===== src/verilog/hotplug_slot_control_pkg.sv =====
package hotplug_slot_control_pkg;
  // ==========================================================================
  // Register placement
  localparam logic [11:0] SLOT_CTRL_OFFSET = 12'h084;
  localparam logic [15:0] SLOT_CTRL_RD_MASK = 16'h00FF; // Upper bits read zero

  // ==========================================================================
  // Field positions
  localparam int ATTN_LSB        = 6;
  localparam int ATTN_MSB        = 7;
  localparam int MASTER_EN_BIT   = 5;
  localparam int CMD_DONE_BIT    = 4;
  localparam int PRESENCE_BIT    = 3;
  localparam int LATCH_BIT       = 2;
  localparam int POWER_FAULT_BIT = 1;
  localparam int BUTTON_BIT      = 0;
  localparam int EVT_W           = 5;

  // ==========================================================================
  // Attention indicator codes
  localparam logic [1:0] ATTN_RSVD  = 2'h0;
  localparam logic [1:0] ATTN_ON    = 2'h1;
  localparam logic [1:0] ATTN_BLINK = 2'h2;
  localparam logic [1:0] ATTN_OFF   = 2'h3;

  // ==========================================================================
  // Reset values
  localparam logic [1:0]       ATTN_RESET   = ATTN_OFF;
  localparam logic [EVT_W-1:0] EVT_EN_RESET = 5'h00;
  localparam logic             MASTER_RESET = 1'b0;

  // ==========================================================================
  // Timing
  localparam longint CLK_HZ            = 200000000;
  localparam longint BLINK_HZ_X10      = 15; // 1.5 Hz in tenths
  localparam longint BLINK_HALF_CYCLES = (CLK_HZ * 10) / (2 * BLINK_HZ_X10);
  localparam int     BLINK_CNT_W       = 27;

  // ==========================================================================
  // Legacy interrupt states
  typedef enum logic [0:0] {INTX_IDLE, INTX_ASSERTED} intx_state_t;
endpackage : hotplug_slot_control_pkg


===== src/verilog/hotplug_slot_control.sv =====
`timescale 1ns/10ps
// Behaviour
// Slot control bits 7:6 hold the attention code: 01 on, 10 blink, 11 off, 00 reserved.
// The blink code drives a 1.5 Hz square wave on the attention indicator.
// After reset the attention field reads as off, binary 11.
// Every write to the attention field sends a matching indicator message.
// For legacy form-factor slots each such write also strobes the virtual pins.
// Advanced form-factor modules decode the messages themselves, no virtual pins.
// Bit 5 is the master enable; at zero no hot-plug events or interrupts at all.
// Bit 4 enables the interrupt on command completion.
// Bit 3 enables interrupt or wake on presence-detect change.
// Bit 2 enables interrupt or wake on retention latch sensor change.
// Bit 1 enables interrupt or wake on power fault.
// Bit 0 enables interrupt or wake on attention button press.
// Each write is one command; completion is flagged only if the indicator state changes.
// Interrupt is raised while an enabled status bit is set with master on, dropped after clear.
// Legacy mode wire-ORs events into one assert/deassert; message mode sends one per event.
// Blink comes from a free-running 50 percent divider; steady states follow at once.
module hotplug_slot_control
  import hotplug_slot_control_pkg::*;
#(
  parameter logic [BLINK_CNT_W-1:0] BLINK_HALF = BLINK_CNT_W'(BLINK_HALF_CYCLES)
)
(
  // Clock and reset
  input  wire logic              I_REF_CLK,
  input  wire logic              I_RST_N,
  // Configuration space access
  input  wire logic              I_CFG_WR,
  input  wire logic              I_CFG_RD,
  input  wire logic [11:0]       I_CFG_ADDR,
  input  wire logic [1:0]        I_CFG_BE,
  input  wire logic [15:0]       I_CFG_WDATA,
  output logic      [15:0]       O_CFG_RDATA,
  output logic                   O_CFG_RACK,
  // Slot status and mode
  input  wire logic [EVT_W-1:0]  I_SLOT_STATUS,
  input  wire logic              I_MSI_EN,
  input  wire logic              I_LOW_POWER,
  input  wire logic              I_LEGACY_FORM,
  // Indicator messages and pins
  output logic                   O_ATTN_MSG_VALID,
  output logic      [1:0]        O_ATTN_MSG_CODE,
  output logic                   O_VPIN_VALID,
  output logic      [1:0]        O_VPIN_CODE,
  output logic                   O_ATTN_LED,
  output logic                   O_CMD_DONE,
  // Interrupts and wake
  output logic                   O_HP_IRQ,
  output logic                   O_INTX_ASSERT_MSG,
  output logic                   O_INTX_DEASSERT_MSG,
  output logic                   O_MSI_MSG,
  output logic      [2:0]        O_MSI_EVENT,
  output logic                   O_WAKE_REQ
);

  // ==========================================================================
  // Helpers
  function automatic logic addr_hit(input logic [11:0] addr);
    addr_hit = (addr == SLOT_CTRL_OFFSET);
  endfunction : addr_hit

  function automatic logic [2:0] lowest_set(input logic [EVT_W-1:0] v);
    lowest_set = 3'h0;
    for (int i = EVT_W - 1; i >= 0; i--)
    begin
      if (v[i])
        lowest_set = 3'(i);
    end
  endfunction : lowest_set

  // ==========================================================================
  // Declarations
  logic [1:0]       attn_field;
  logic             master_en;
  logic [EVT_W-1:0] evt_en;
  logic             blink_phase;
  logic             write_attn;
  logic [EVT_W-1:0] prev_status;
  logic [EVT_W-1:0] new_evt;
  logic [EVT_W-1:0] msi_pend;
  logic [EVT_W-1:0] msi_sent;
  logic [EVT_W-1:0] next_msi_pend;
  logic             next_irq;
  logic             legacy_level;
  intx_state_t      intx_state;

  // Write strobe for the low byte of slot control
  assign write_attn = I_CFG_WR && addr_hit(I_CFG_ADDR) && I_CFG_BE[0];

  // ==========================================================================
  // Control register
  always_ff @(posedge I_REF_CLK)
  begin
    if (!I_RST_N)
    begin
      attn_field <= ATTN_RESET;
      master_en  <= MASTER_RESET;
      evt_en     <= EVT_EN_RESET;
    end
    else if (write_attn)
    begin
      attn_field <= I_CFG_WDATA[ATTN_MSB:ATTN_LSB];
      master_en  <= I_CFG_WDATA[MASTER_EN_BIT];
      evt_en     <= I_CFG_WDATA[EVT_W-1:0];
    end
  end

  // Read port, unmapped offsets give no acknowledge
  always_ff @(posedge I_REF_CLK)
  begin
    if (!I_RST_N)
    begin
      O_CFG_RDATA <= 16'h0000;
      O_CFG_RACK  <= 1'b0;
    end
    else
    begin
      O_CFG_RACK  <= I_CFG_RD && addr_hit(I_CFG_ADDR);
      O_CFG_RDATA <= (I_CFG_RD && addr_hit(I_CFG_ADDR)) ?
                     ({8'h00, attn_field, master_en, evt_en} & SLOT_CTRL_RD_MASK) : 16'h0000;
    end
  end

  // ==========================================================================
  // Indicator messages, virtual pins and command completion
  always_ff @(posedge I_REF_CLK)
  begin
    if (!I_RST_N)
    begin
      O_ATTN_MSG_VALID <= 1'b0;
      O_ATTN_MSG_CODE  <= ATTN_RESET;
      O_VPIN_VALID     <= 1'b0;
      O_VPIN_CODE      <= ATTN_RESET;
      O_CMD_DONE       <= 1'b0;
    end
    else
    begin
      O_ATTN_MSG_VALID <= write_attn;
      O_VPIN_VALID     <= write_attn && I_LEGACY_FORM;
      O_CMD_DONE       <= write_attn &&
                          (I_CFG_WDATA[ATTN_MSB:ATTN_LSB] != attn_field);
      if (write_attn)
      begin
        O_ATTN_MSG_CODE <= I_CFG_WDATA[ATTN_MSB:ATTN_LSB];
        if (I_LEGACY_FORM)
        begin
          O_VPIN_CODE <= I_CFG_WDATA[ATTN_MSB:ATTN_LSB];
        end
      end
    end
  end

  // ==========================================================================
  // Attention indicator drive
  blink_divider #(
    .HALF_CYCLES (BLINK_HALF)
  ) u_blink (
    .i_clk   (I_REF_CLK),
    .i_rst_n (I_RST_N),
    .o_phase (blink_phase)
  );

  always_ff @(posedge I_REF_CLK)
  begin
    if (!I_RST_N)
    begin
      O_ATTN_LED <= 1'b0;
    end
    else
    begin
      case (attn_field)
        ATTN_ON:    O_ATTN_LED <= 1'b1;
        ATTN_BLINK: O_ATTN_LED <= blink_phase;
        default:    O_ATTN_LED <= 1'b0; // Off and reserved code
      endcase
    end
  end

  // ==========================================================================
  // Interrupt level and event detection
  always_comb
  begin
    next_irq      = master_en && (|(I_SLOT_STATUS & evt_en));
    legacy_level  = next_irq && !I_MSI_EN;
    new_evt       = I_SLOT_STATUS & ~prev_status & evt_en & {EVT_W{master_en}};
    msi_sent      = '0;
    if (|msi_pend)
      msi_sent[lowest_set(msi_pend)] = 1'b1;
    next_msi_pend = (msi_pend & ~msi_sent) | (new_evt & {EVT_W{I_MSI_EN}});
  end

  // Status history and combined level
  always_ff @(posedge I_REF_CLK)
  begin
    if (!I_RST_N)
    begin
      prev_status <= '0;
      O_HP_IRQ    <= 1'b0;
      O_WAKE_REQ  <= 1'b0;
    end
    else
    begin
      prev_status <= I_SLOT_STATUS;
      O_HP_IRQ    <= next_irq;
      O_WAKE_REQ  <= I_LOW_POWER && (|new_evt[PRESENCE_BIT:BUTTON_BIT]);
    end
  end

  // Legacy wired-OR: one assert, one deassert
  always_ff @(posedge I_REF_CLK)
  begin
    if (!I_RST_N)
    begin
      intx_state          <= INTX_IDLE;
      O_INTX_ASSERT_MSG   <= 1'b0;
      O_INTX_DEASSERT_MSG <= 1'b0;
    end
    else
    begin
      O_INTX_ASSERT_MSG   <= 1'b0;
      O_INTX_DEASSERT_MSG <= 1'b0;
      case (intx_state)
        INTX_IDLE:
        begin
          if (legacy_level)
          begin
            intx_state        <= INTX_ASSERTED;
            O_INTX_ASSERT_MSG <= 1'b1;
          end
        end
        INTX_ASSERTED:
        begin
          if (!legacy_level)
          begin
            intx_state          <= INTX_IDLE;
            O_INTX_DEASSERT_MSG <= 1'b1;
          end
        end
        default: intx_state <= INTX_IDLE;
      endcase
    end
  end

  // Message mode: one message per new event bit
  always_ff @(posedge I_REF_CLK)
  begin
    if (!I_RST_N)
    begin
      msi_pend    <= '0;
      O_MSI_MSG   <= 1'b0;
      O_MSI_EVENT <= 3'h0;
    end
    else
    begin
      msi_pend  <= next_msi_pend;
      O_MSI_MSG <= |msi_pend;
      if (|msi_pend)
        O_MSI_EVENT <= lowest_set(msi_pend);
    end
  end

  // ==========================================================================
  // Assertions
  property p_reset_off;
    @(posedge I_REF_CLK) !I_RST_N |=> (attn_field == ATTN_OFF);
  endproperty
  a_reset_off: assert property (p_reset_off)
    else $error("attention field not off after reset");
  property p_read_field;
    @(posedge I_REF_CLK) disable iff (!I_RST_N)
      (I_CFG_RD && addr_hit(I_CFG_ADDR)) |=>
        O_CFG_RACK && (O_CFG_RDATA[ATTN_MSB:ATTN_LSB] == $past(attn_field));
  endproperty
  a_read_field: assert property (p_read_field)
    else $error("read of attention field wrong");
  property p_msg_on_write;
    @(posedge I_REF_CLK) disable iff (!I_RST_N)
      write_attn |=> O_ATTN_MSG_VALID &&
        (O_ATTN_MSG_CODE == $past(I_CFG_WDATA[ATTN_MSB:ATTN_LSB])) && (attn_field == O_ATTN_MSG_CODE);
  endproperty
  a_msg_on_write: assert property (p_msg_on_write)
    else $error("indicator message missing or wrong");
  property p_vpin_legacy;
    @(posedge I_REF_CLK) disable iff (!I_RST_N)
      O_VPIN_VALID |-> $past(I_LEGACY_FORM) && O_ATTN_MSG_VALID && (O_VPIN_CODE == O_ATTN_MSG_CODE);
  endproperty
  a_vpin_legacy: assert property (p_vpin_legacy)
    else $error("virtual pin strobe without legacy slot");
  property p_cmd_done;
    @(posedge I_REF_CLK) disable iff (!I_RST_N)
      O_CMD_DONE |-> $past(write_attn) && (attn_field != $past(attn_field));
  endproperty
  a_cmd_done: assert property (p_cmd_done)
    else $error("command completion without indicator change");
  property p_irq_cause;
    @(posedge I_REF_CLK) disable iff (!I_RST_N)
      O_HP_IRQ |-> $past(master_en) && (|($past(I_SLOT_STATUS) & $past(evt_en)));
  endproperty
  a_irq_cause: assert property (p_irq_cause)
    else $error("interrupt without enabled status");
  property p_irq_raise;
    @(posedge I_REF_CLK) disable iff (!I_RST_N)
      (master_en && (|(I_SLOT_STATUS & evt_en))) |=> O_HP_IRQ;
  endproperty
  a_irq_raise: assert property (p_irq_raise)
    else $error("enabled status did not raise interrupt");
  property p_wake_cause;
    @(posedge I_REF_CLK) disable iff (!I_RST_N)
      O_WAKE_REQ |-> $past(master_en && I_LOW_POWER) &&
        (|($past(I_SLOT_STATUS[PRESENCE_BIT:BUTTON_BIT]) & $past(evt_en[PRESENCE_BIT:BUTTON_BIT])));
  endproperty
  a_wake_cause: assert property (p_wake_cause)
    else $error("wake request without enabled event");
  property p_blink;
    @(posedge I_REF_CLK) disable iff (!I_RST_N)
      (attn_field == ATTN_BLINK) |=> (O_ATTN_LED == $past(blink_phase));
  endproperty
  a_blink: assert property (p_blink)
    else $error("blink output does not follow divider");
  property p_steady;
    @(posedge I_REF_CLK) disable iff (!I_RST_N)
      (attn_field != ATTN_BLINK) |=> (O_ATTN_LED == ($past(attn_field) == ATTN_ON));
  endproperty
  a_steady: assert property (p_steady)
    else $error("steady indicator state wrong");
  property p_intx_assert;
    @(posedge I_REF_CLK) disable iff (!I_RST_N)
      (intx_state == INTX_IDLE && legacy_level) |=> O_INTX_ASSERT_MSG ##1 !O_INTX_ASSERT_MSG;
  endproperty
  a_intx_assert: assert property (p_intx_assert)
    else $error("legacy assert message not single");
  property p_msi_mode;
    @(posedge I_REF_CLK) disable iff (!I_RST_N)
      (I_MSI_EN && new_evt[BUTTON_BIT] && !msi_pend[BUTTON_BIT]) |=> ##[0:5] O_MSI_MSG;
  endproperty
  a_msi_mode: assert property (p_msi_mode)
    else $error("new event sent no message");
  c_blink: cover property (@(posedge I_REF_CLK) disable iff (!I_RST_N)
    attn_field == ATTN_BLINK && O_ATTN_LED);
  c_cmd_done: cover property (@(posedge I_REF_CLK) disable iff (!I_RST_N) O_CMD_DONE);
  c_intx: cover property (@(posedge I_REF_CLK) disable iff (!I_RST_N)
    O_INTX_ASSERT_MSG ##[1:20] O_INTX_DEASSERT_MSG);
  c_msi_two: cover property (@(posedge I_REF_CLK) disable iff (!I_RST_N)
    O_MSI_MSG ##1 O_MSI_MSG);
endmodule : hotplug_slot_control


===== src/verilog/blink_divider.sv =====
`timescale 1ns/10ps
module blink_divider
  import hotplug_slot_control_pkg::*;
#(
  parameter logic [BLINK_CNT_W-1:0] HALF_CYCLES = BLINK_CNT_W'(BLINK_HALF_CYCLES)
)
(
  // Clock and reset
  input  wire logic i_clk,
  input  wire logic i_rst_n,
  // Square wave phase
  output logic      o_phase
);
  logic [BLINK_CNT_W-1:0] count;

  // ==========================================================================
  // Free-running half-period counter, phase toggles at each wrap
  always_ff @(posedge i_clk)
  begin
    if (!i_rst_n)
    begin
      count   <= '0;
      o_phase <= 1'b0;
    end
    else if (count >= HALF_CYCLES - 1'b1)
    begin
      count   <= '0;
      o_phase <= ~o_phase;
    end
    else
    begin
      count <= count + 1'b1;
    end
  end
endmodule : blink_divider


===== config.mk =====
export PLATFORM = sky130hd
export DESIGN_NAME = hotplug_slot_control
export DESIGN_NICKNAME = d
export VERILOG_FILES = /design/src/verilog/hotplug_slot_control_pkg.sv /design/src/verilog/hotplug_slot_control.sv /design/src/verilog/blink_divider.sv
export SDC_FILE = /design/constraint.sdc
export NUM_CORES = 1
export LEC_CHECK = 0
export BUFFER_PORTS_ARGS = -buffer_cell sky130_fd_sc_hd__buf_2
export CORE_ASPECT_RATIO = 0.5
export CORE_MARGIN = 1.5
export CORE_UTILIZATION = 52
export CTS_CLUSTER_SIZE = 25
export DETAILED_ROUTE_END_ITERATION = 8
export HOLD_SLACK_MARGIN = 0.12
export MAX_ROUTING_LAYER = met4
export PLACE_DENSITY = 0.75
export SLEW_MARGIN = 20
export SYNTH_ARGS = -nofsm -noshare
export SYNTH_HDL_FRONTEND = slang
export SYNTH_SLANG_ARGS = --single-unit

===== constraint.sdc =====
create_clock -name I_REF_CLK -period 2.6 [get_ports I_REF_CLK]
set_clock_uncertainty 0.2 [all_clocks]
set_input_delay 0.13 -clock I_REF_CLK [delete_from_list [all_inputs] [get_ports I_REF_CLK]]
set_output_delay 0.13 -clock I_REF_CLK [all_outputs]
set_load 0.01 [all_outputs]

==> run_summary.xml <==
<?xml version="1.0" encoding="UTF-8"?>
<metrics>
  <group name="drt">
    <metric name="number_of_remaining_drc_errors" unit="">0</metric>
    <metric name="route.detailed.wl_per_inst" unit="µm">14.70</metric>
    <metric name="drt_first_iter_violations" unit="">111</metric>
    <metric name="totalWireLength" unit="mm">7.131</metric>
    <metric name="vias" unit="">2713</metric>
    <metric name="drt_pre_antenna_iters" unit="">7</metric>
    <metric name="post_drt_via_cell_ratio" unit="">5.594</metric>
    <metric name="final_antenna_net_count" unit="">0</metric>
  </group>
  <group name="layout">
    <metric name="antenna_cells" unit="">0</metric>
    <metric name="layout-area-overhead-vs-synth" unit="%">30.17</metric>
    <metric name="postLayoutCoreUtil" unit="">0.7038</metric>
    <metric name="final_layout_net_count" unit="">453</metric>
    <metric name="multi_input_comb_area" unit="mm²">0.001424</metric>
    <metric name="finalInstanceArea" unit="mm²">0.003865</metric>
    <metric name="layout.filler_cells" unit="">395</metric>
    <metric name="layout-drive-gt1-share" unit="">0.2112</metric>
    <metric name="seq_area" unit="mm²">0.001401</metric>
    <metric name="layoutNonFillerInstCount" unit="">485</metric>
  </group>
  <group name="power_and_ir_drop">
    <metric name="vdd_ir_max" unit="µV">360.7</metric>
    <metric name="cellPowerDensity" unit="mW/mm²">602.0</metric>
    <metric name="p_leak" unit="µW">0.001528</metric>
  </group>
  <group name="die">
    <metric name="design.portCount" unit="">75</metric>
    <metric name="floorplan.die_area" unit="mm²">0.006199</metric>
    <metric name="floorplan.die.width" unit="µm">109.9</metric>
    <metric name="chipHeight" unit="µm">56.43</metric>
    <metric name="floorplan.core_area" unit="mm²">0.005492</metric>
    <metric name="initial_core_util" unit="">0.5407</metric>
    <metric name="rows" unit="">19</metric>
  </group>
  <group name="worst_setup_path">
    <metric name="crit_chain" unit="">dlygate4sd3_1, buf_2, nor4_2, and4_2, nand3_1, dlygate4sd3_1, nand3_1</metric>
    <metric name="crit_path_max_fanout" unit="">12</metric>
    <metric name="cp-start-kind" unit="">input pin</metric>
    <metric name="critPathArrivalTime" unit="ns">2.47</metric>
    <metric name="worstSetupEndpointType" unit="">flop</metric>
    <metric name="timing.critical_path.required" unit="ns">2.68</metric>
    <metric name="critical_path.max_stage_delay" unit="ns">0.58</metric>
    <metric name="critPathSlowestCell" unit="">dlygate4sd3_1</metric>
    <metric name="crit_type" unit="">in2reg</metric>
    <metric name="ff2ff_setup_slack" unit="ns">0.41</metric>
  </group>
  <group name="yosys">
    <metric name="synth-simple-area-share" unit="">0.2638</metric>
    <metric name="synth_area_leaders" unit="">dfxtp_1 47%, nor3_1 3.7%, and2_1 3.4%</metric>
    <metric name="synth.area.mux_share" unit="">0.02360</metric>
    <metric name="post-synth-top-area-fraction" unit="">0.4720</metric>
    <metric name="post_synth_xor_area_fraction" unit="">0.03540</metric>
    <metric name="sequential_fraction_of_the_synthesis_area" unit="">0.4720</metric>
    <metric name="largest_family_of_logic_cells_by_synthesized_area" unit="">simple AND/OR/NAND/NOR gates</metric>
    <metric name="synth.most_common_cell" unit="">dfxtp_1</metric>
    <metric name="postSynthRegisterBits" unit="">70</metric>
    <metric name="synth.lib_cells_used.distinct" unit="">48</metric>
    <metric name="synthDominantAreaCellType" unit="">dfxtp_1</metric>
    <metric name="synthArstFlopShare" unit="">0</metric>
    <metric name="synthFlopType" unit="">dfxtp_1</metric>
    <metric name="yosys.area_share.adder" unit="">0.01686</metric>
    <metric name="synth_compound_gate_area_share" unit="">0.1260</metric>
    <metric name="yosysWarningCount" unit="">0</metric>
    <metric name="synth-edff-count" unit="">0</metric>
    <metric name="avgSynthCellArea" unit="µm²">9.278</metric>
    <metric name="netlist_area" unit="mm²">0.002969</metric>
    <metric name="synth_cells" unit="">320</metric>
    <metric name="yosys-top-cells-count" unit="">70 x dfxtp_1, 22 x nor3_1, 20 x nor2_1, 19 x nand2_1, 16 x and2_1</metric>
  </group>
  <group name="timing">
    <metric name="finalSetupTns" unit="ns">0</metric>
    <metric name="finalSetupViolCount" unit="">0</metric>
    <metric name="worst_pin_slew" unit="ns">0.5764</metric>
    <metric name="final.min_clock_period" unit="ns">2.392</metric>
    <metric name="finalHoldViolations" unit="">0</metric>
    <metric name="rsz0062_at_grt" unit="">false</metric>
    <metric name="relSlewSlack" unit="">0.6103</metric>
    <metric name="maxSlewViolCount" unit="">0</metric>
    <metric name="achievable-frequency" unit="MHz">418.1</metric>
    <metric name="finalCritPeriodShare" unit="">0.9200</metric>
  </group>
  <group name="placement">
    <metric name="dpl.hpwl" unit="mm">4.476</metric>
    <metric name="numPortBuffers" unit="">57</metric>
    <metric name="routabilityCongestion" unit="">0.8079</metric>
    <metric name="postPlaceCellArea" unit="mm²">0.003262</metric>
    <metric name="dp_cells" unit="">437</metric>
  </group>
  <group name="job">
    <metric name="drv.max_cap_violation_count" unit="">0</metric>
  </group>
  <group name="clocking">
    <metric name="htree_levels" unit="">3</metric>
    <metric name="postCtsSetupBuffers" unit="">0</metric>
    <metric name="clockRootBuffer" unit="">clkbuf_16</metric>
    <metric name="clock_sinks" unit="">70</metric>
    <metric name="deepest_clock_path_buffer_count" unit="">2</metric>
    <metric name="cts_tree" unit="">yes</metric>
    <metric name="worst_setup_hold_path_clk_slew" unit="ns">0.06</metric>
    <metric name="cts_buffers" unit="">9</metric>
    <metric name="clk-insertion-delay-late" unit="ns">0.34</metric>
  </group>
  <group name="min_path">
    <metric name="timing.hold.worst.class" unit="">reg2reg</metric>
  </group>
  <group name="run_status">
    <metric name="status" unit="">finished clean</metric>
  </group>
  <group name="grt">
    <metric name="number_of_global_route_vias_before_repair" unit="">2728</metric>
    <metric name="grt_antenna_before_repair" unit="">0</metric>
    <metric name="wire_length_of_the_first_global_routing_pass" unit="mm">11.93</metric>
    <metric name="maximum_number_of_pins_on_one_net_before_global_route_repair" unit="">30</metric>
    <metric name="global_route.usage.total" unit="">0.2611</metric>
    <metric name="gr-total-overflow" unit="">0</metric>
  </group>
</metrics>
==> per-layer routing <==
metal	routed length, µm	track usage	part of all wire	vias up
li1	-	-	-	1322
met1	2852	0.2558	0.40	1296
met2	3785	0.4658	0.53	75
met3	328	0.09988	0.046	20
met4	165	0.1039	0.023	0
met5	0	-	0	-
==> where the power goes <==
part	internal [µW]	switching [µW]
clock network	649	471
logic	58.5	59.7
registers	1080	5.94
total	1790	537
==> layout make-up <==
class | instances | share of cell area
Inverter | 12 | 0.01165
Clock buffer | 10 | 0.05924
Clock inverter | 6 | 0.01198
Multi-Input combinational cell | 222 | 0.3684
Tap cell | 73 | 0.02363
Timing Repair Buffer | 92 | 0.1625
Sequential cell | 70 | 0.3626
==> critical path, delay by kind of cell <==
kind / cells / cell delay (ns)
buf+inv: 3 / 1.25
simple gates: 4 / 1.08
==> placed cells by master (no fill, tap or decap), types with 2 or more instances in the layout <==
master         synthesis  layout
o211ai_1               2       2
buf_4                  8       3
clkbuf_16              0       9
and2_1                16      16
nor3b_1                2       2
dlygate4sd3_1          0      32
clkinv_4               0       2
nor4_1                 3       2
or4_1                  6       6
or3_1                  6       6
nand2_1               19      19
nor3_1                22      22
dfxtp_1               70      70
and4_4                 2       2
nor2_1                20      20
xor2_1                 7       7
a211oi_1              11      11
a21oi_1                9       9
nor4b_1                2       2
conb_1                 1       9
o31ai_1                8       8
ha_1                   4       4
clkinvlp_4             0       2
a211oi_2               3       3
buf_2                  6      57
o21ai_0               11      11
inv_1                 11      11
nand3_1               13      13
xnor2_1                5       5
and3_1                 4       4
mux2i_1                7       7
nand4_1               13      13
nand4_4                2       2
==> kinds of logic after synthesis <==
family,count (synthesis)
AO/OA/AOI/OAI,53
multiplexers,7
AND/OR/NAND/NOR,137
buffers and inverters,36
flip-flops,70
adder cells (fa/ha/maj),4
other,1
XOR/XNOR,12
==> flip-flops by register name, indices dropped and copies added (netlist names), 2 cells and up <==
name and cells:
O_ATTN_MSG_CODE 2, O_CFG_RDATA 8, O_MSI_EVENT 3, O_VPIN_CODE 2
evt_en 5, msi_pend 5, prev_status 5, u_blink.count 27
==> stage by stage <==
stage / setup WS, ns / hold slack [ns] / total power [µW]
after floorplan: 0.6238 / 0.002383 / 1165
after global placement: 0.5942 / 0.1495 / 1191
after detailed placement: 0.5063 / 0.1499 / 1196
after CTS: 0.01136 / 0.2328 / 2331
after global routing: 0.03687 / 0.2534 / 2396
final: 0.2080 / 0.2242 / 2327
==> final timing paths <==
kind,from,end,cells after the start
max,I_CFG_ADDR[5],O_VPIN_CODE[0],7
min,intx_state,O_INTX_ASSERT_MSG,1
max reg2reg,u_blink.count[6],u_blink.o_phase,5
min reg2reg,intx_state,O_INTX_ASSERT_MSG,1
==> timing repair <==
| action | 4_1_cts | 5_1_grt |
|---|---|---|
| hold endpoints to repair | 35 | 0 |
| setup endpoints to repair | 0 | 7 |
| hold buffers | 32 | 0 |
| resized for setup | 0 | 2 |
No activity file was read; power rests on OpenSTA's default activity.
